[src/pgob_pkg.sv]
/*
  Shared constants for the protocol and GPIO option byte bank: APB
  offsets, field positions, writable masks, reset values, GPIO mode
  codes and authentication command kinds.
  Assumes a 32-bit APB with byte addresses and one register per word.
*/
package pgob_pkg;

  localparam int GPIO_N = 2;

  // register byte addresses
  localparam logic [7:0] OFFS_OPT_A = 8'h00;
  localparam logic [7:0] OFFS_OPT_B = 8'h04;
  localparam logic [7:0] OFFS_CFG0  = 8'h08;
  localparam logic [7:0] OFFS_CFG1  = 8'h0C;
  localparam logic [7:0] OFFS_FSEL  = 8'h10;
  localparam logic [7:0] OFFS_STAT  = 8'h14;

  // protocol option byte a
  localparam int A_SESS_KEY = 7;
  localparam int A_ECC_UNI  = 2;
  localparam int A_AES_SYM  = 0;
  // protocol option byte b
  localparam int B_SIG_INIT = 4;
  localparam int B_SIG_RESP = 3;
  localparam int B_TUN_VAR  = 2;
  localparam int B_AES256   = 1;
  localparam int B_AES128   = 0;
  // gpio config byte
  localparam int CFG_INIT_LVL = 0;
  localparam int CFG_I2C      = 1;

  // status word field positions
  localparam int ST_LEVEL = 0;
  localparam int ST_OE    = 2;
  localparam int ST_I2C   = 4;
  localparam int ST_GRANT = 6;
  localparam int ST_DENY  = 7;

  // reserved bits are never stored
  localparam logic [7:0] A_WMASK   = 8'h85;
  localparam logic [7:0] B_WMASK   = 8'h1F;
  localparam logic [7:0] CFG_WMASK = 8'h03;

  localparam logic [7:0] A_RST    = 8'h05;
  localparam logic [7:0] B_RST    = 8'h1B;
  localparam logic [7:0] CFG_RST  = 8'h00;
  localparam logic [7:0] FSEL_RST = 8'h00;

  localparam logic [7:0] MODE_OUT_A = 8'h02;
  localparam logic [7:0] MODE_OUT_B = 8'h05;
  localparam logic [7:0] MODE_DSPWR = 8'h04;

  localparam logic [7:0] MSG_HOST_INIT = 8'hA0;
  localparam logic [7:0] MSG_HOST_RESP = 8'hB0;

  typedef enum logic [1:0] {
    CMD_ECC_UNI,
    CMD_AES_FIRST,
    CMD_AES_FOLLOW,
    CMD_SIGMA
  } pgob_cmd_type;

  function automatic logic is_out_mode(input logic [7:0] m);
    return (m == MODE_OUT_A) || (m == MODE_OUT_B);
  endfunction

endpackage

[src/pgob_auth_gate.sv]
/*
  Authentication command gate: decides grant or deny for each offered
  command from the protocol option bytes, one cycle after the request.
  Assumes option bytes come straight from the register bank flops.
*/
`timescale 1ns/1ps
module pgob_auth_gate (
  input  logic                  clk_sys,
  input  logic                  arst_n,
  input  logic                  cmdValid,
  input  pgob_pkg::pgob_cmd_type cmdKind,
  input  logic [7:0]            sigmaFirstMsg,
  input  logic [7:0]            optA,
  input  logic [7:0]            optB,
  output logic                  cmdGrant,
  output logic                  cmdDeny
);

  logic allow;
  logic grant_ff;
  logic deny_ff;

  always_comb begin
    case (cmdKind)
      pgob_pkg::CMD_ECC_UNI:    allow = optA[pgob_pkg::A_ECC_UNI];
      pgob_pkg::CMD_AES_FIRST,
      pgob_pkg::CMD_AES_FOLLOW: allow = optA[pgob_pkg::A_AES_SYM];
      pgob_pkg::CMD_SIGMA: begin
        if (sigmaFirstMsg == pgob_pkg::MSG_HOST_INIT) begin
          allow = optB[pgob_pkg::B_SIG_INIT];
        end else if (sigmaFirstMsg == pgob_pkg::MSG_HOST_RESP) begin
          allow = optB[pgob_pkg::B_SIG_RESP];
        end else begin
          allow = 1'b0;
        end
      end
      default: allow = 1'b0;
    endcase
  end

  always_ff @(posedge clk_sys or negedge arst_n) begin
    if (!arst_n) begin
      grant_ff <= 1'b0;
      deny_ff  <= 1'b0;
    end else begin
      grant_ff <= cmdValid & allow;
      deny_ff  <= cmdValid & ~allow;
    end
  end

  assign cmdGrant = grant_ff;
  assign cmdDeny  = deny_ff;

  ecc_gate_a: assert property (@(posedge clk_sys) disable iff (!arst_n)
    cmdValid && cmdKind == pgob_pkg::CMD_ECC_UNI
    |=> cmdGrant == $past(optA[pgob_pkg::A_ECC_UNI]) && cmdDeny != cmdGrant)
    else $error("ecc unilateral grant does not follow option bit");

  aes_gate_a: assert property (@(posedge clk_sys) disable iff (!arst_n)
    cmdValid && (cmdKind == pgob_pkg::CMD_AES_FIRST ||
                 cmdKind == pgob_pkg::CMD_AES_FOLLOW)
    |=> cmdDeny == !$past(optA[pgob_pkg::A_AES_SYM]) && cmdDeny != cmdGrant)
    else $error("aes auth decision does not follow option bit");

  sigma_init_a: assert property (@(posedge clk_sys) disable iff (!arst_n)
    cmdValid && cmdKind == pgob_pkg::CMD_SIGMA &&
    sigmaFirstMsg == pgob_pkg::MSG_HOST_INIT
    |=> cmdGrant == $past(optB[pgob_pkg::B_SIG_INIT]))
    else $error("host initiator sigma decision wrong");

  sigma_resp_a: assert property (@(posedge clk_sys) disable iff (!arst_n)
    cmdValid && cmdKind == pgob_pkg::CMD_SIGMA &&
    sigmaFirstMsg == pgob_pkg::MSG_HOST_RESP
    |=> cmdGrant == $past(optB[pgob_pkg::B_SIG_RESP])
        ##1 (!cmdGrant || $past(cmdValid)))
    else $error("host responder sigma decision wrong");

  sigma_grant_c: cover property (@(posedge clk_sys) disable iff (!arst_n)
    cmdValid && cmdKind == pgob_pkg::CMD_SIGMA ##1 cmdGrant);

  deny_seen_c: cover property (@(posedge clk_sys) disable iff (!arst_n)
    cmdDeny);

endmodule

[src/pgob_gpio_ch.sv]
/*
  One GPIO channel: output level and enable for the output modes,
  I2C support flag for downstream-power mode, all else idle.
  Assumes set/clear requests and the power-cycle strobe are pulses.
*/
`timescale 1ns/1ps
module pgob_gpio_ch (
  input  logic       clk_sys,
  input  logic       arst_n,
  input  logic [7:0] modeCode,
  input  logic [7:0] cfgByte,
  input  logic       setReq,
  input  logic       clearReq,
  input  logic       pwrCycleDone,
  output logic       pinLevel,
  output logic       pinOe,
  output logic       i2cEn
);

  logic loadPend_ff;
  logic level_ff;
  logic oe_ff;
  logic i2c_ff;
  logic outMode;

  assign outMode = pgob_pkg::is_out_mode(modeCode);

  // initial level is caught on the first edge after reset release, only if modeCode is then an output mode
  always_ff @(posedge clk_sys or negedge arst_n) begin
    if (!arst_n) begin
      loadPend_ff <= 1'b1;
    end else begin
      loadPend_ff <= 1'b0;
    end
  end

  always_ff @(posedge clk_sys or negedge arst_n) begin
    if (!arst_n) begin
      level_ff <= 1'b0;
    end else if (!outMode) begin
      level_ff <= 1'b0;
    end else if (loadPend_ff || pwrCycleDone) begin
      level_ff <= cfgByte[pgob_pkg::CFG_INIT_LVL];
    end else if (setReq) begin
      level_ff <= 1'b1;
    end else if (clearReq) begin
      level_ff <= 1'b0;
    end
  end

  always_ff @(posedge clk_sys or negedge arst_n) begin
    if (!arst_n) begin
      oe_ff  <= 1'b0;
      i2c_ff <= 1'b0;
    end else begin
      oe_ff  <= outMode;
      i2c_ff <= (modeCode == pgob_pkg::MODE_DSPWR) &&
                cfgByte[pgob_pkg::CFG_I2C];
    end
  end

  assign pinLevel = level_ff;
  assign pinOe    = oe_ff;
  assign i2cEn    = i2c_ff;

  init_level_a: assert property (@(posedge clk_sys) disable iff (!arst_n)
    pwrCycleDone && outMode
    |=> pinOe && pinLevel == $past(cfgByte[pgob_pkg::CFG_INIT_LVL]))
    else $error("output pin level not restored from config");

  i2c_support_a: assert property (@(posedge clk_sys)
    disable iff (!arst_n)
    1'b1 |=> i2cEn == ($past(modeCode) == pgob_pkg::MODE_DSPWR &&
                       $past(cfgByte[pgob_pkg::CFG_I2C])))
    else $error("i2c support flag wrong");

  idle_mode_a: assert property (@(posedge clk_sys) disable iff (!arst_n)
    !outMode && modeCode != pgob_pkg::MODE_DSPWR
    |=> !pinOe && !pinLevel && !i2cEn)
    else $error("config byte acted on in an idle mode");

  restore_c: cover property (@(posedge clk_sys) disable iff (!arst_n)
    pwrCycleDone && outMode && cfgByte[pgob_pkg::CFG_INIT_LVL] ##1 pinLevel);

endmodule

[src/pgob_option_regs.sv]
/*
  Protocol and GPIO option byte bank with APB slave, command gate and
  two GPIO channels.
  Assumes a single 200 MHz clock, inputs synchronous to it, and an
  APB master that holds each request until pready is seen.
*/
`timescale 1ns/1ps
module pgob_option_regs (
  input  logic                   clk_sys,
  input  logic                   arst_n,
  input  logic                   psel,
  input  logic                   penable,
  input  logic                   pwrite,
  input  logic [7:0]             paddr,
  input  logic [31:0]            pwdata,
  input  logic [3:0]             pstrb,
  output logic [31:0]            prdata,
  output logic                   pready,
  output logic                   pslverr,
  input  logic                   cmdValid,
  input  pgob_pkg::pgob_cmd_type cmdKind,
  input  logic [7:0]             sigmaFirstMsg,
  output logic                   cmdGrant,
  output logic                   cmdDeny,
  output logic                   sessionKeyEn,
  output logic                   tunnelVariant,
  output logic                   aes256Offer,
  output logic                   aes128Offer,
  input  logic [1:0]             pinSetReq,
  input  logic [1:0]             pinClearReq,
  input  logic                   pwrCycleDone,
  output logic [1:0]             gpioOut,
  output logic [1:0]             gpioOe,
  output logic [1:0]             gpioI2cEn
);

  logic [7:0]       optA_ff;
  logic [7:0]       optB_ff;
  logic [1:0][7:0]  cfg_ff;
  logic [1:0][7:0]  mode_ff;
  logic [31:0]      prdata_ff;
  logic             pready_ff;
  logic             pslverr_ff;
  logic             sessKey_ff;
  logic             tunVar_ff;
  logic             aes256_ff;
  logic             aes128_ff;
  logic             lastGrant_ff;
  logic             lastDeny_ff;
  logic [31:0]      nxt_prdata;
  logic [7:0]       statByte;
  logic             setupPh;
  logic             wrEn;
  logic             grant;
  logic             deny;

  function automatic logic reg_hit(input logic [7:0] a);
    return a == pgob_pkg::OFFS_OPT_A || a == pgob_pkg::OFFS_OPT_B ||
           a == pgob_pkg::OFFS_CFG0  || a == pgob_pkg::OFFS_CFG1  ||
           a == pgob_pkg::OFFS_FSEL  || a == pgob_pkg::OFFS_STAT;
  endfunction

  // write strobes select byte lanes; masked bits stay zero
  function automatic logic [7:0] merge_byte(input logic [7:0] old,
                                            input logic [7:0] wd,
                                            input logic       strb,
                                            input logic [7:0] msk);
    return strb ? (wd & msk) : old;
  endfunction

  assign setupPh = psel && !penable && !pready_ff;
  // writes land only on the access edge with pready seen high
  assign wrEn = psel && penable && pready_ff && pwrite && reg_hit(paddr);

  always_comb begin
    statByte = '0;
    statByte[pgob_pkg::ST_LEVEL +: 2] = gpioOut;
    statByte[pgob_pkg::ST_OE +: 2]    = gpioOe;
    statByte[pgob_pkg::ST_I2C +: 2]   = gpioI2cEn;
    statByte[pgob_pkg::ST_GRANT]      = lastGrant_ff;
    statByte[pgob_pkg::ST_DENY]       = lastDeny_ff;
  end

  always_comb begin
    nxt_prdata = '0;
    case (paddr)
      pgob_pkg::OFFS_OPT_A: nxt_prdata[7:0]  = optA_ff;
      pgob_pkg::OFFS_OPT_B: nxt_prdata[7:0]  = optB_ff;
      pgob_pkg::OFFS_CFG0:  nxt_prdata[7:0]  = cfg_ff[0];
      pgob_pkg::OFFS_CFG1:  nxt_prdata[7:0]  = cfg_ff[1];
      pgob_pkg::OFFS_FSEL:  nxt_prdata[15:0] = mode_ff;
      pgob_pkg::OFFS_STAT:  nxt_prdata[7:0]  = statByte;
      default:              nxt_prdata       = '0;
    endcase
  end

  // zero-wait slave: answer prepared in setup, pready in first access
  always_ff @(posedge clk_sys or negedge arst_n) begin
    if (!arst_n) begin
      pready_ff  <= 1'b0;
      pslverr_ff <= 1'b0;
      prdata_ff  <= '0;
    end else if (setupPh) begin
      pready_ff  <= 1'b1;
      pslverr_ff <= !reg_hit(paddr);
      prdata_ff  <= pwrite ? 32'h0000_0000 : nxt_prdata;
    end else begin
      pready_ff  <= 1'b0;
      pslverr_ff <= 1'b0;
      prdata_ff  <= '0;
    end
  end

  always_ff @(posedge clk_sys or negedge arst_n) begin
    if (!arst_n) begin
      optA_ff <= pgob_pkg::A_RST;
      optB_ff <= pgob_pkg::B_RST;
    end else if (wrEn) begin
      if (paddr == pgob_pkg::OFFS_OPT_A) begin
        optA_ff <= merge_byte(optA_ff, pwdata[7:0], pstrb[0],
                              pgob_pkg::A_WMASK);
      end
      if (paddr == pgob_pkg::OFFS_OPT_B) begin
        optB_ff <= merge_byte(optB_ff, pwdata[7:0], pstrb[0],
                              pgob_pkg::B_WMASK);
      end
    end
  end

  always_ff @(posedge clk_sys or negedge arst_n) begin
    if (!arst_n) begin
      cfg_ff  <= {pgob_pkg::CFG_RST, pgob_pkg::CFG_RST};
      mode_ff <= {pgob_pkg::FSEL_RST, pgob_pkg::FSEL_RST};
    end else if (wrEn) begin
      if (paddr == pgob_pkg::OFFS_CFG0) begin
        cfg_ff[0] <= merge_byte(cfg_ff[0], pwdata[7:0], pstrb[0],
                                pgob_pkg::CFG_WMASK);
      end
      if (paddr == pgob_pkg::OFFS_CFG1) begin
        cfg_ff[1] <= merge_byte(cfg_ff[1], pwdata[7:0], pstrb[0],
                                pgob_pkg::CFG_WMASK);
      end
      if (paddr == pgob_pkg::OFFS_FSEL) begin
        mode_ff[0] <= merge_byte(mode_ff[0], pwdata[7:0], pstrb[0],
                                 8'hFF);
        mode_ff[1] <= merge_byte(mode_ff[1], pwdata[15:8], pstrb[1],
                                 8'hFF);
      end
    end
  end

  // protocol features handed to the crypto engine
  always_ff @(posedge clk_sys or negedge arst_n) begin
    if (!arst_n) begin
      sessKey_ff <= 1'b0;
      tunVar_ff  <= 1'b0;
      aes256_ff  <= 1'b0;
      aes128_ff  <= 1'b0;
    end else begin
      sessKey_ff <= optA_ff[pgob_pkg::A_SESS_KEY];
      tunVar_ff  <= optB_ff[pgob_pkg::B_TUN_VAR];
      aes256_ff  <= optB_ff[pgob_pkg::B_AES256];
      aes128_ff  <= optB_ff[pgob_pkg::B_AES128];
    end
  end

  // last decision is held for software until the next one
  always_ff @(posedge clk_sys or negedge arst_n) begin
    if (!arst_n) begin
      lastGrant_ff <= 1'b0;
      lastDeny_ff  <= 1'b0;
    end else if (grant || deny) begin
      lastGrant_ff <= grant;
      lastDeny_ff  <= deny;
    end
  end

  pgob_auth_gate u_gate (
    .clk_sys       (clk_sys),
    .arst_n        (arst_n),
    .cmdValid      (cmdValid),
    .cmdKind       (cmdKind),
    .sigmaFirstMsg (sigmaFirstMsg),
    .optA          (optA_ff),
    .optB          (optB_ff),
    .cmdGrant      (grant),
    .cmdDeny       (deny)
  );

  for (genvar g = 0; g < pgob_pkg::GPIO_N; g++) begin : gen_gpio
    pgob_gpio_ch u_ch (
      .clk_sys      (clk_sys),
      .arst_n       (arst_n),
      .modeCode     (mode_ff[g]),
      .cfgByte      (cfg_ff[g]),
      .setReq       (pinSetReq[g]),
      .clearReq     (pinClearReq[g]),
      .pwrCycleDone (pwrCycleDone),
      .pinLevel     (gpioOut[g]),
      .pinOe        (gpioOe[g]),
      .i2cEn        (gpioI2cEn[g])
    );
  end

  assign prdata        = prdata_ff;
  assign pready        = pready_ff;
  assign pslverr       = pslverr_ff;
  assign cmdGrant      = grant;
  assign cmdDeny       = deny;
  assign sessionKeyEn  = sessKey_ff;
  assign tunnelVariant = tunVar_ff;
  assign aes256Offer   = aes256_ff;
  assign aes128Offer   = aes128_ff;

  sess_key_a: assert property (@(posedge clk_sys) disable iff (!arst_n)
    wrEn && paddr == pgob_pkg::OFFS_OPT_A && pstrb[0]
    |=> ##1 sessionKeyEn == $past(pwdata[pgob_pkg::A_SESS_KEY], 2))
    else $error("session key enable does not follow written bit");

  tunnel_var_a: assert property (@(posedge clk_sys) disable iff (!arst_n)
    wrEn && paddr == pgob_pkg::OFFS_OPT_B && pstrb[0]
    |=> ##1 tunnelVariant == $past(pwdata[pgob_pkg::B_TUN_VAR], 2))
    else $error("tunnel variant does not follow written bit");

  aes256_offer_a: assert property (@(posedge clk_sys)
    disable iff (!arst_n)
    aes256Offer |-> $past(optB_ff[pgob_pkg::B_AES256]))
    else $error("aes-256 offered while disabled");

  aes128_offer_a: assert property (@(posedge clk_sys)
    disable iff (!arst_n)
    !optB_ff[pgob_pkg::B_AES128] |=> !aes128Offer)
    else $error("aes-128 offered while disabled");

  apb_answer_a: assert property (@(posedge clk_sys) disable iff (!arst_n)
    setupPh |=> pready && pslverr == !$past(reg_hit(paddr)) ##1 !pready)
    else $error("apb answer not in the first access cycle");

  reserved_zero_a: assert property (@(posedge clk_sys) disable iff (!arst_n)
    pready && !pslverr && $past(paddr) == pgob_pkg::OFFS_OPT_A
    |-> (prdata[7:0] & ~pgob_pkg::A_WMASK) == 8'h00)
    else $error("reserved protocol bits read back nonzero");

  apb_error_c: cover property (@(posedge clk_sys) disable iff (!arst_n)
    pready && pslverr);

  opt_write_c: cover property (@(posedge clk_sys) disable iff (!arst_n)
    wrEn && paddr == pgob_pkg::OFFS_OPT_B ##2 !aes256Offer);

  // the crypto engine must never see both answers for one command
  one_decision_a: assert property (@(posedge clk_sys)
    disable iff (!arst_n)
    !(cmdGrant && cmdDeny))
    else $error("grant and deny raised together");

  sess_key_off_a: assert property (@(posedge clk_sys)
    disable iff (!arst_n)
    !optA_ff[pgob_pkg::A_SESS_KEY] |=> !sessionKeyEn)
    else $error("session key enabled while bit clear");

  aes256_on_a: assert property (@(posedge clk_sys)
    disable iff (!arst_n)
    optB_ff[pgob_pkg::B_AES256] |=> aes256Offer)
    else $error("aes-256 not offered while enabled");

  aes128_on_a: assert property (@(posedge clk_sys)
    disable iff (!arst_n)
    optB_ff[pgob_pkg::B_AES128] |=> aes128Offer)
    else $error("aes-128 not offered while enabled");

  tunnel_follow_a: assert property (@(posedge clk_sys)
    disable iff (!arst_n)
    1'b1 |=> tunnelVariant == $past(optB_ff[pgob_pkg::B_TUN_VAR]))
    else $error("tunnel variant does not follow option bit");

  // reserved bits dropped on the way in, so reads never echo them
  opt_b_store_a: assert property (@(posedge clk_sys)
    disable iff (!arst_n)
    wrEn && paddr == pgob_pkg::OFFS_OPT_B && pstrb[0]
    |=> optB_ff == ($past(pwdata[7:0]) & pgob_pkg::B_WMASK))
    else $error("protocol byte b not stored as written");

  cfg_store_a: assert property (@(posedge clk_sys)
    disable iff (!arst_n)
    wrEn && paddr == pgob_pkg::OFFS_CFG0 && pstrb[0]
    |=> cfg_ff[0] == ($past(pwdata[7:0]) & pgob_pkg::CFG_WMASK))
    else $error("pin config byte not stored as written");

  read_idle_a: assert property (@(posedge clk_sys)
    disable iff (!arst_n)
    !pready |-> prdata == 32'h0000_0000)
    else $error("read data shown outside the answer cycle");

  last_decision_a: assert property (@(posedge clk_sys)
    disable iff (!arst_n)
    grant || deny
    |=> lastGrant_ff == $past(grant) && lastDeny_ff == $past(deny))
    else $error("status does not hold the last decision");

  pin_enable_a: assert property (@(posedge clk_sys)
    disable iff (!arst_n)
    1'b1 |=> gpioOe[0] == pgob_pkg::is_out_mode($past(mode_ff[0])) &&
             gpioOe[1] == pgob_pkg::is_out_mode($past(mode_ff[1])))
    else $error("pin enable does not follow function select");

endmodule

[config.mk]
export PLATFORM = sky130hd
export DESIGN_NAME = pgob_option_regs
export DESIGN_NICKNAME = d
export VERILOG_FILES = /design/src/pgob_pkg.sv /design/src/pgob_auth_gate.sv /design/src/pgob_gpio_ch.sv /design/src/pgob_option_regs.sv
export SDC_FILE = /design/constraint.sdc
export NUM_CORES = 1
export LEC_CHECK = 0
export ABC_CLOCK_PERIOD_IN_PS = 2200
export BUFFER_PORTS_ARGS = -buffer_cell sky130_fd_sc_hd__clkbuf_2
export CAP_MARGIN = 20
export CORE_ASPECT_RATIO = 2
export CORE_MARGIN = 8
export CORE_UTILIZATION = 49
export DETAILED_ROUTE_END_ITERATION = 6
export HOLD_SLACK_MARGIN = 0.03
export PLACE_DENSITY = 0.79
export SYNTH_ARGS = -nofsm -noshare
export SYNTH_HDL_FRONTEND = slang
export SYNTH_SLANG_ARGS = --single-unit
[constraint.sdc]
create_clock -name clk_sys -period 2.2 [get_ports clk_sys]
set_input_delay 0.11 -clock clk_sys [delete_from_list [all_inputs] [get_ports clk_sys]]
set_output_delay 0.11 -clock clk_sys [all_outputs]
set_load 0.01 [all_outputs]
Yosys cells after proc, flatten, opt, wreduce, memory -nomap -nowiden:

Cells that the tools add are included.

* flip-flop bits (word level): 77
* output and inout bits: 46
* word-level logic and storage cells: 91

* eq/ne operators: 18
* mux-type cells: 17
* bitwise logic cells: 3
* reductions and logical operators: 29

Operators with widths (count)
* 8-bit one-hot mux with 6 select lines: 1
* 8-bit by 3-bit equality test with 1-bit output, second input constant: 5
* 16-bit 2-to-1 mux: 2
* 3-bit AND reduction: 6
* 8-bit by 2-bit equality test with 1-bit output, second input constant: 2
* 8-bit by 4-bit equality test with 1-bit output, second input constant: 2
* 8-bit by 5-bit equality test with 1-bit output, second input constant: 2
* 8-bit equality test, second input constant: 2
* 1-bit 2-to-1 mux: 12
* 1-bit logical OR: 9
* 1-bit logical AND: 8
* 8-bit logical NOT: 1
* 8-bit 2-to-1 mux: 1
* 4-bit inequality test, second input constant: 2
* 2-bit equality test, second input constant: 2
* 1-bit logical NOT: 3
* 1-bit one-hot mux with 3 select lines: 1
* 1-bit bitwise AND: 2
* 2-bit by 1-bit equality test with 1-bit output, second input constant: 1
* 2-bit logical NOT: 1
* 2-bit OR reduction: 1
* 1-bit inverter: 1

Longest topological paths before layout:

Gate-level depths: netlist of run 1.

* depth in word-level cells: 8
* mapped depth: 6
* gate-level depth less buffers: 5

Hierarchy:

Synthesis of run 1 repeated with hierarchy kept, for this count alone.

* cell total of the unflattened synthesis: 218
* area, all modules: 2854.0 µm²

By module, submodules not included
* pgob_option_regs: times used 1, cells each 168, area an instance 2329.7 µm², sequential area each 1308.8 µm²
* pgob_gpio_ch: times used 2, cells each 18, area an instance 188.9 µm², sequential area each 101.3 µm²
* pgob_auth_gate: times used 1, cells each 14, area an instance 146.4 µm², sequential area each 50.0 µm²

Least setup slack after synthesis of run 1:

OpenSTA, ideal clock, no wires.

* kind: register -> register
* start point: register pready_ff, in the netlist pready
* end point: register optA_ff[7]
* library setup time: 0.125 ns
* arrival: 1.431 ns
* required time: 2.075 ns
* path slack: 0.644 ns
* cell stages (with the launch flop): 5
* path buffers: 0
* period minus slack after synthesis: 1.556 ns
* cell sequence: dfrtp_1 and4_1 and2_0 and3_1 mux2_2

* longest elaborated chain between the ends: 4

Ends and longest elaborated chain
* start: declaration: RTL line pgob_option_regs.sv:42 `logic pready_ff;`
* start signal: assignment: RTL line pgob_option_regs.sv:100 `pready_ff <= 1'b0;`
* start signal: assignment: RTL line pgob_option_regs.sv:104 `pready_ff <= 1'b1;`
* start signal: assignment: RTL line pgob_option_regs.sv:108 `pready_ff <= 1'b0;`
* 1-bit logical AND (3 in series): RTL line pgob_option_regs.sv:73 `assign wrEn = psel && penable && pready_ff && pwrite && reg_hit(paddr);`
* 3-bit AND reduction (no source line)
* end signal: assignment: RTL line pgob_option_regs.sv:116 `optA_ff <= pgob_pkg::A_RST;`
* end signal: assignment: RTL line pgob_option_regs.sv:120 `optA_ff <= merge_byte(optA_ff, pwdata[7:0], pstrb[0],`
* end: declaration: RTL line pgob_option_regs.sv:37 `logic [7:0] optA_ff;`

Every way passes these cells.
A chain may end at the register's enable or synchronous reset.

Worst setup path in the final report of run 1:

* start point: input penable
* end point: register optA_ff[7]

* longest elaborated chain between the ends: 5

Ends and longest elaborated chain
* start: declaration: RTL line pgob_option_regs.sv:12 `input logic penable,`
* 1-bit logical AND (4 in series): RTL line pgob_option_regs.sv:73
* 3-bit AND reduction (no source line)

Every way passes these cells.

==> results of run 1 <==
flip-flops by register name (all words and copies together), names as in the netlist, 2 cells and up:
register / count
mode_ff: 16
prdata: 16
optB_ff: 5
cfg_ff: 4
optA_ff: 3
gen_gpio.u_ch.i2cEn: 2
gen_gpio.u_ch.pinLevel: 2
gen_gpio.u_ch.pinOe: 2
worst register-to-register path: cells and delay by family, from the launching register on:
family / cells / cell delay [ns]
DFF: 1 / 0.36
and+or+nand+nor: 3 / 0.88
muxes: 1 / 0.35
cell families after synthesis:
| group | Yosys count | share of synthesized area (%) |
|---|---|---|
| AO/OA/AOI/OAI | 19 | 5.07 |
| adder cells (fa/ha/maj) | 2 | 0.914 |
| buffers and inverters | 32 | 7.63 |
| flip-flops | 61 | 56.1 |
| multiplexers | 38 | 16.2 |
| other | 1 | 0.137 |
| AND/OR/NAND/NOR | 61 | 14.0 |
worst max-delay path by stage:
stage | endpoint | start | depth (start not counted) | slack [ns]
CTS | optA_ff[7] | penable | 6 | 0.48
detailed placement | optA_ff[7] | paddr[5] | 5 | 0.41
global route | optA_ff[7] | penable | 6 | 0.40
floorplan | optA_ff[7] | pready | 4 | 0.64
global placement | optA_ff[7] | paddr[5] | 5 | 0.44
finish | optA_ff[7] | penable | 6 | 0.47
per-layer routing:
| layer | global-route usage (%) | vias up |
|---|---|---|
| met3 | 4.88 | 18 |
| li1 | - | 908 |
| met2 | 25.8 | 99 |
| met4 | 9.99 | 0 |
| met5 | 0 | - |
| met1 | 14.8 | 953 |
metrics by stage:
stage                     util [%]  instance area (um^2)
after floorplan                  -                  2800
after global placement        57.1                  3100
after detailed placement      57.1                  3100
after CTS                     63.6                  3450
after global routing          63.6                  3450
final                         63.6                  3450
layout make-up:
class	count	area, um^2
clock buffer	16	200
tap	60	75.1
multi-input combinational	137	1050
sequential	61	1540
inverter	6	22.5
timing repair buffer	93	558
fill	456	1970
power groups by stage:
stage          logic (mW)  registers, mW  clock network, mW
4_1_cts             0.158           1.14              0.975
5_1_grt             0.174           1.14               1.02
2_1_floorplan      0.0722           1.16                  0
6_report            0.157           1.14              0.947
3_5_place_dp        0.136           1.16                  0
3_3_place_gp        0.132           1.16                  0
cells in the final DEF, fill, tap and decap left out, types with 3 or more instances in the layout:
cell and instances:
nor2_1 13, mux2_2 30, and2_1 9, mux2i_1 6
a32oi_1 3, dfstp_2 7, clkbuf_8 14, nor3_1 5
dlygate4sd3_1 15, conb_1 17, nand2_1 6, nand4_1 3
o21ai_0 3, dfrtp_1 54, inv_1 6, a21oi_1 4
clkbuf_2 76
==> metrics.txt, run 1 <==
CTS buffer count 9; Pwr Total between 2 and 2.5 mW; Top Family by Delay on Critical Path simple AND/OR/NAND/NOR gates; Synth cell types 43; Synth-to-Final Area Change 25.8%; top cell type's share of synthesized area 49.3%; first drt pass iteration count 4; Hold EP mode_ff[2]; Hold Path Origin pwdata[2]; Core Footprint around 5400 um^2; sequential share of power ~50%; worst r2r dst optA_ff[7]; final hold vios 0; Detail Placement HPWL roughly 4.7 mm; Mapped Cells 214; Crit path largest cell delay 0.52 ns; DR WL met3 approximately 540 um; post-synthesis sequential area ratio between 50% and 60%; Sw Pwr between 0.4 and 0.5 mW; synthesized area per cell 12.8 um^2; Die H between 100 and 150 um; ANT cells 0; PostCTS Resize Cnt 0; vias in the first global route roughly 2000; WP buf/inv 2; cell types occupying the most area after synthesis dfrtp_1, mux2_2, dfstp_2; max capacitance violation total 0; largest net degree at the start of global routing 62; nets 375; Detail Route Antenna Nets 0; RSZ-0062 raised after global routing no; worst skew pair latency approximately 0.33 ns; metal2 WL 3.38 mm; max-slew violations 0; P_leak 1.83 nW; H-tree Lvls 3; Initial Utilization a little over 50%; CP Data Required Time 2.41 ns; Peak supply drop around 600 uV; status complete, no violations; Cell Area, Synth between 2000 and 3000 um^2; GPL Wtd Cong 0.850; Setup Skew roughly 0.0037 ns; initial drt markers 93; Sum Neg Setup Slack 0 ns; routed wire length between 6 and 7 mm; top-count cell post-synth dfrtp_1; HP Class in2reg; clock sinks 61; power share of the clock group a little over two fifths; Comb power frac 7.0%; WHS between 0.05 and 0.06 ns; power per cell area roughly 650 nW/um^2; Placed Cells incl. Taps 342; Seq cells post-synth 61; flop-to-flop setup slack between 0.4 and 0.5 ns; via density per instance between 5 and 6; FFs w/ async S/R, synth 100%; r2r startpoint pready; Finished Layout Cells 373; Int Pwr 1.77 mW; post-layout min period roughly 1.7 ns; fin crit share between 70% and 80%; DRC viols 0; hold path cells 2; synth warn 0; Die Area ~8400 um^2; clk slew on worst S/H paths around 0.06 ns; Port-buffer cells 76; share of cells above drive strength 1 roughly 45%; wire per inst 16.5 um; CP cell instances dlygate4sd3_1 -> clkbuf_2 -> and4_1 -> and2_0 -> and3_1 -> mux2_2; via count slightly below 2000; postcts setup bufs 0; switching part of the total between 20% and 30%; Startpoint Class primary input; FP Rows 38; top cells by count, synth dfrtp_1, mux2_2, buf_4; die width 68.9 um; clock buffer depth 2; worst-path maximum fanout 5; antenna violations before repair 0; highest clock rate a little under 0.6 GHz; ys flop type dfrtp_1; hold_buf cts 15; Setup CP Type in2reg; total congestion overflow 0; crit end category register; worst setup margin 0.465 ns; clk root buf clkbuf_8; Post-synth EDFFs 0; Reg2Reg Depth 4; GRT Total Usage between 10% and 20%; IO Count 111; max layer used met4; Slowest cell on crit path dlygate4sd3_1; met1 WL around 2.0 mm; wire length of the first global-routing pass 9.38 mm; Final setup viols 0; DP Worst Slack 0.406 ns; CTS tree done; crit path DAT between 1.5 and 2 ns; post-synth top area cell dfrtp_1
(Power assumes the default switching activity.)
==> run 2: changes to the inputs <==
ABC_CLOCK_PERIOD_IN_PS = 1800   (was 2200)
CORE_UTILIZATION = 48   (was 49)
PLACE_DENSITY = 0.78   (was 0.79)
clock period = 1.8 ns   (was 2.2 ns; I/O delays follow)
==> run 2 against run 1 <==
Hold slack lost 0.0095 ns. First-iteration DRC count grew 5.4%. Via count decreased by 0.56%. Clock power up 61%. Core utilization about the same. Non-clock buffer count increased by 6. Total power rose by 39%. Critical path type unchanged. Largest cell class unchanged. Largest power group is now clock.
==> metrics.txt, run 2 (synthesis results as in run 1) <==
fin crit share 91.7%; switching part of the total 20.5% (was 21.1%); first drt pass iteration count 4 (unchanged); Detail Placement HPWL 4.82 mm (was 4.74 mm); final instance area 3570 um^2 (was 3450 um^2); Port-buffer cells 76 (unchanged); Placed Cells incl. Taps 348 (was 342); Slowest cell on crit path dlygate4sd3_1 (unchanged); Die H 123 um (was 122 um); nets 381 (was 375); crit path DAT 1.85 ns (was 1.95 ns); power per cell area 874 nW/um^2 (was 651 nW/um^2); worst skew pair latency 0.32 ns (was 0.33 ns); initial drt markers 98 (was 93); highest clock rate around 0.61 GHz; Startpoint Class primary input (unchanged); die width 69.4 um (was 68.9 um); via density per instance 5.18 (was 5.30); clk root buf clkbuf_16 (was clkbuf_8); Sum Neg Setup Slack 0 ns (unchanged); max capacitance violation total 0 (unchanged); largest net degree at the start of global routing 28 (was 62); FP Rows 39 (was 38); vias in the first global route 2140 (was 1990); CP Data Required Time 2.00 ns (was 2.41 ns); RSZ-0062 raised after global routing no (unchanged); CP cell instances dlygate4sd3_1 -> clkbuf_2 -> and4_1 -> and2_1 -> and3_1 -> mux2_2 (was dlygate4sd3_1 -> clkbuf_2 -> and4_1 -> and2_0 -> and3_1 -> mux2_2); post-layout min period 1.65 ns; WP buf/inv 2 (unchanged); wire per inst 16.5 um (about the same); Worst-Margin Slew roughly 0.68 ns; Slew Limit Headroom 55.0%; crit end category register (unchanged); H-tree Lvls 3 (unchanged); most common cell after layout, fill and taps aside clkbuf_2 (unchanged); Peak supply drop 750 uV (was 611 uV); DP Worst Slack 0.104 ns (was 0.406 ns); Pwr Total 3.12 mW (was 2.24 mW); GPL Wtd Cong 0.792 (was 0.850); clock buffer depth 2 (unchanged); HP Class in2reg (unchanged); GRT Total Usage 15.2% (about the same); power share of the clock group 48.8% (was 42.2%); P_leak 1.89 nW (was 1.83 nW); Setup CP Type in2reg (unchanged); Detail Route Antenna Nets 0 (unchanged); Finished Layout Cells 380 (was 373); clock sinks 61 (unchanged); routed wire length 6.28 mm (was 6.14 mm); DRC viols 0 (unchanged); Die Area 8530 um^2 (was 8380 um^2); Setup Skew 0.00660 ns (was 0.00373 ns); via count 1967 (was 1978); Crit path largest cell delay 0.52 ns (about the same); most frequent cells in the layout clkbuf_2, dfrtp_1, mux2_2 (unchanged); worst-path maximum fanout 5 (unchanged); Top Family by Delay on Critical Path simple AND/OR/NAND/NOR gates (unchanged); Synth-to-Final Area Change 30.3% (was 25.8%); Initial Utilization 48.8% (was 50.5%); ANT cells 0 (unchanged); antenna violations before repair 0 (unchanged); max-slew violations 0 (unchanged); Int Pwr 2.48 mW (was 1.77 mW); FILL cells 433 (was 456); Sw Pwr 0.638 mW (was 0.473 mW); flop-to-flop setup slack 0.16 ns (was 0.49 ns); sequential share of power 44.7% (was 50.8%); wire length of the first global-routing pass 10.4 mm (was 9.38 mm); CTS tree done (unchanged); clk slew on worst S/H paths 0.05 ns (was 0.06 ns); Final setup viols 0 (unchanged); Core Footprint 5610 um^2 (was 5420 um^2); IO Count 111 (unchanged); Comb power frac 6.5% (was 7.0%); worst setup margin 0.149 ns (was 0.465 ns); total congestion overflow 0 (unchanged); DP Area 3130 um^2 (was 3100 um^2); CTS buffer count 9 (unchanged); status complete, no violations (unchanged); final hold vios 0 (unchanged); share of cells above drive strength 1 45.1% (was 44.7%)
## run 2: layout make-up
cell class / instances / area [um^2] / area share, %
Multi-Input combinational cell: 137 / 1050 / 29.6
Sequential cell: 61 / 1540 / 43.0
Inverter: 6 / 22.5 / 0.631
Tap cell: 61 / 76.3 / 2.14
Clock buffer: 14 / 264 / 7.40
Clock inverter: 2 / 10.0 / 0.281
Timing Repair Buffer: 99 / 606 / 17.0
## run 2: layer usage
layer | GRT usage, % | part of all wire, % | vias to the layer above
li1 | - | - | 922
met1 | 16.5 | 38 | 970
met2 | 26.3 | 54 | 67
met3 | 5.50 | 6.4 | 8
met4 | 5.81 | 1.3 | 0
met5 | 0 | 0 | -
## run 2: power groups by stage
stage	Combinational [mW]	Sequential [mW]	Clock [mW]
after floorplan	0.0882	1.42	0
after global placement	0.169	1.41	0
after detailed placement	0.173	1.41	0
after CTS	0.204	1.39	1.56
after global routing	0.226	1.39	1.61
final	0.202	1.39	1.52
## run 2: what timing repair did
item	4_1_cts	5_1_grt
resized for setup	0	1
endpoints found under the hold margin	42	0
buffers inserted	0	0
endpoints found under the setup margin	0	4
hold buffers	16	0
## run 2: stage by stage
step / hold WS [ns] / utilization, %
2_1_floorplan: -0.206 / -
3_3_place_gp: 0.153 / 55.9
3_5_place_dp: 0.159 / 55.9
4_1_cts: 0.0339 / 63.6
5_1_grt: 0.0454 / 63.6
6_report: 0.0444 / 63.6
## run 2: worst reg2reg max path: stages, from the launching register on
cell,delay (ns)
dfrtp_1,0.36
and4_1,0.23
and2_1,0.27
and3_1,0.30
mux2_2,0.35
## run 2: path summary, 6_finish.rpt
check                             start                   endpoint  cells past startpoint
min                        pinSetReq[1]  gen_gpio[1].u_ch.pinLevel                      2
min in group asynchronous        arst_n                 prdata[11]                      2
max reg2reg                      pready                 optA_ff[7]                      4
max in group asynchronous        arst_n                 optB_ff[4]                      3
max                             penable                 optA_ff[7]                      6
min reg2reg                  optA_ff[7]               sessionKeyEn                      0
==> run 3: changes to the inputs <==
ABC_CLOCK_PERIOD_IN_PS = 1600   (was 1800)
CORE_UTILIZATION = 45   (was 48)
PLACE_DENSITY = 0.73   (was 0.78)
SETUP_SLACK_MARGIN = 0.2   (was default)
clock period = 1.6 ns   (was 1.8 ns; I/O delays follow)
==> run 3 against run 2 <==
Design area is 4.6% higher. Critical path depth is 2 lower. Sequential cell count stayed put. First-iteration DRC count is 18% lower. Sequential share of layout area is 1.9 points lower. Core utilization is 0.94 points lower. Clock skew is 0.0011 ns lower. Clock power is 18% higher. Routed wire length is 8.4% higher. Highest routed layer unchanged. Global-route usage is 0.42 points higher. Largest cell class unchanged.
==> metrics.txt, run 3 (synthesis results as in run 1) <==
status complete, no violations (unchanged); H-tree Lvls 3 (unchanged); worst setup margin 0.173 ns (was 0.149 ns); share of cells above drive strength 1 49.4% (was 45.1%); worst-path maximum fanout 5 (unchanged); Peak supply drop 813 uV (was 750 uV); RSZ-0062 raised after global routing yes (was no); wire length of the first global-routing pass 10.6 mm (was 10.4 mm); DRC viols 0 (unchanged); initial drt markers 80 (was 98); final hold vios 0 (unchanged); via density per instance 5.08 (was 5.18); die width 71.2 um (was 69.4 um); most frequent cells in the layout clkbuf_2, dfrtp_1, mux2_2 (unchanged); Initial Utilization 46.0% (was 48.8%); nets 390 (was 381); IO Count 111 (unchanged); Die Area 8990 um^2 (was 8530 um^2); DP Area 3180 um^2 (was 3130 um^2); Port-buffer cells 76 (unchanged); most common cell after layout, fill and taps aside clkbuf_2 (unchanged); highest clock rate roughly 0.70 GHz; clk slew on worst S/H paths 0.05 ns (about the same); crit end category register (unchanged); Pwr Total 3.61 mW (was 3.12 mW); flop-to-flop setup slack 0.17 ns (was 0.16 ns); GRT Total Usage 15.6% (was 15.2%); clock sinks 61 (unchanged); first drt pass iteration count 4 (unchanged); final instance area 3730 um^2 (was 3570 um^2); Final setup viols 0 (unchanged); DP Worst Slack -0.0287 ns (was 0.104 ns); post-layout min period between 1 and 1.5 ns; power per cell area 969 nW/um^2 (was 874 nW/um^2); Core Footprint 5960 um^2 (was 5610 um^2); clk root buf clkbuf_16 (unchanged); wire per inst 17.4 um (was 16.5 um); max capacitance violation total 0 (unchanged); routed wire length 6.81 mm (was 6.28 mm); via count 1987 (was 1967); Setup Skew 0.00551 ns (was 0.00660 ns); Detail Route Antenna Nets 0 (unchanged); clock buffer depth 2 (unchanged); worst skew pair latency 0.33 ns (was 0.32 ns); crit path DAT 1.64 ns (was 1.85 ns); Synth-to-Final Area Change 36.2% (was 30.3%); HP Class in2reg (unchanged); FP Rows 40 (was 39); Startpoint Class register (was primary input); Util after Layout 62.6% (was 63.6%); total congestion overflow 0 (unchanged); P_leak 1.97 nW (was 1.89 nW); ANT cells 0 (unchanged); vias in the first global route 2150 (was 2140); GPL Wtd Cong 0.819 (was 0.792); Sum Neg Setup Slack 0 ns (unchanged); CTS tree done (unchanged); CTS buffer count 9 (unchanged); Setup CP Type reg2reg (was in2reg); Detail Placement HPWL 4.88 mm (was 4.82 mm); antenna violations before repair 0 (unchanged); largest net degree at the start of global routing 62 (was 28); max-slew violations 0 (unchanged); CP Data Required Time 1.81 ns (was 2.00 ns); fin crit share 89.2%; Die H 126 um (was 123 um)
==> run 3: cell types whose count changed in the layout (fill, tap and decap cells not counted), moves of 2 or more <==
cell           previous run  this run
buf_4                     6        11
and2_1                   10         7
and2_4                    0         3
dlygate4sd3_1            16        19
mux2_2                   30        27
mux2_4                    0         3
nor2_1                   13        10
nor2_2                    0         3
a21oi_1                   4         2
a21oi_2                   0         2
==> run 3: final timing paths <==
check                           startpoint      endpoint  cells after the start
worst max-delay path                pready    optA_ff[7]                      4
worst min-delay path               penable        pready                      3
worst max register to register      pready    optA_ff[7]                      4
worst min register to register  optA_ff[7]  sessionKeyEn                      0
max in group asynchronous           arst_n    optB_ff[3]                      3
min in group asynchronous           arst_n   mode_ff[15]                      3
==> run 3: layer usage <==
layer  GRT usage, %  share of wire, %  vias to the layer above
met5              0                 0                        -
met1           14.2                35                      980
li1               -                 -                      940
met2           28.5                58                       55
met4           9.89               2.6                        0
met3           4.74               4.8                       12
==> run 3: layout make-up <==
class | count | area (um^2)
fillers | 488 | 2220
flip-flops and latches | 61 | 1540
multi-input cells | 137 | 1130
repair buffers | 108 | 684
clock buffers | 15 | 278
well taps | 63 | 78.8
inverters | 6 | 22.5
clock inverters | 1 | 5.00
==> run 3: power breakdown <==
part	leakage (nW)	switching [mW]	internal [mW]	total (mW)
clock network	0.140	0.627	1.17	1.80
logic	1.02	0.128	0.121	0.249
registers	0.818	0.00829	1.56	1.57
==> run 3: worst max-delay path: stages (launching register included) <==
cell,delay [ns]
dfrtp_1,0.35
and4_1,0.21
and2_4,0.21
and3_4,0.23
mux2_4,0.30
==> run 3: stage by stage <==
step | hold WS (ns) | instances
2_1_floorplan | -0.216 | 230
3_5_place_dp | 0.113 | 353
3_3_place_gp | 0.109 | 353
4_1_cts | 0.0453 | 389
6_report | 0.0725 | 391
5_1_grt | 0.0855 | 391
==> run 3: timing repair <==
action / in CTS / in global routing
pin swaps: 2 / 6
endpoints found under the setup margin: 18 / 26
buffers inserted: 1 / 2
endpoints found under the hold margin: 79 / 0
gates resized for setup: 1 / 13
gates cloned: 0 / 0
hold buffers: 19 / 0
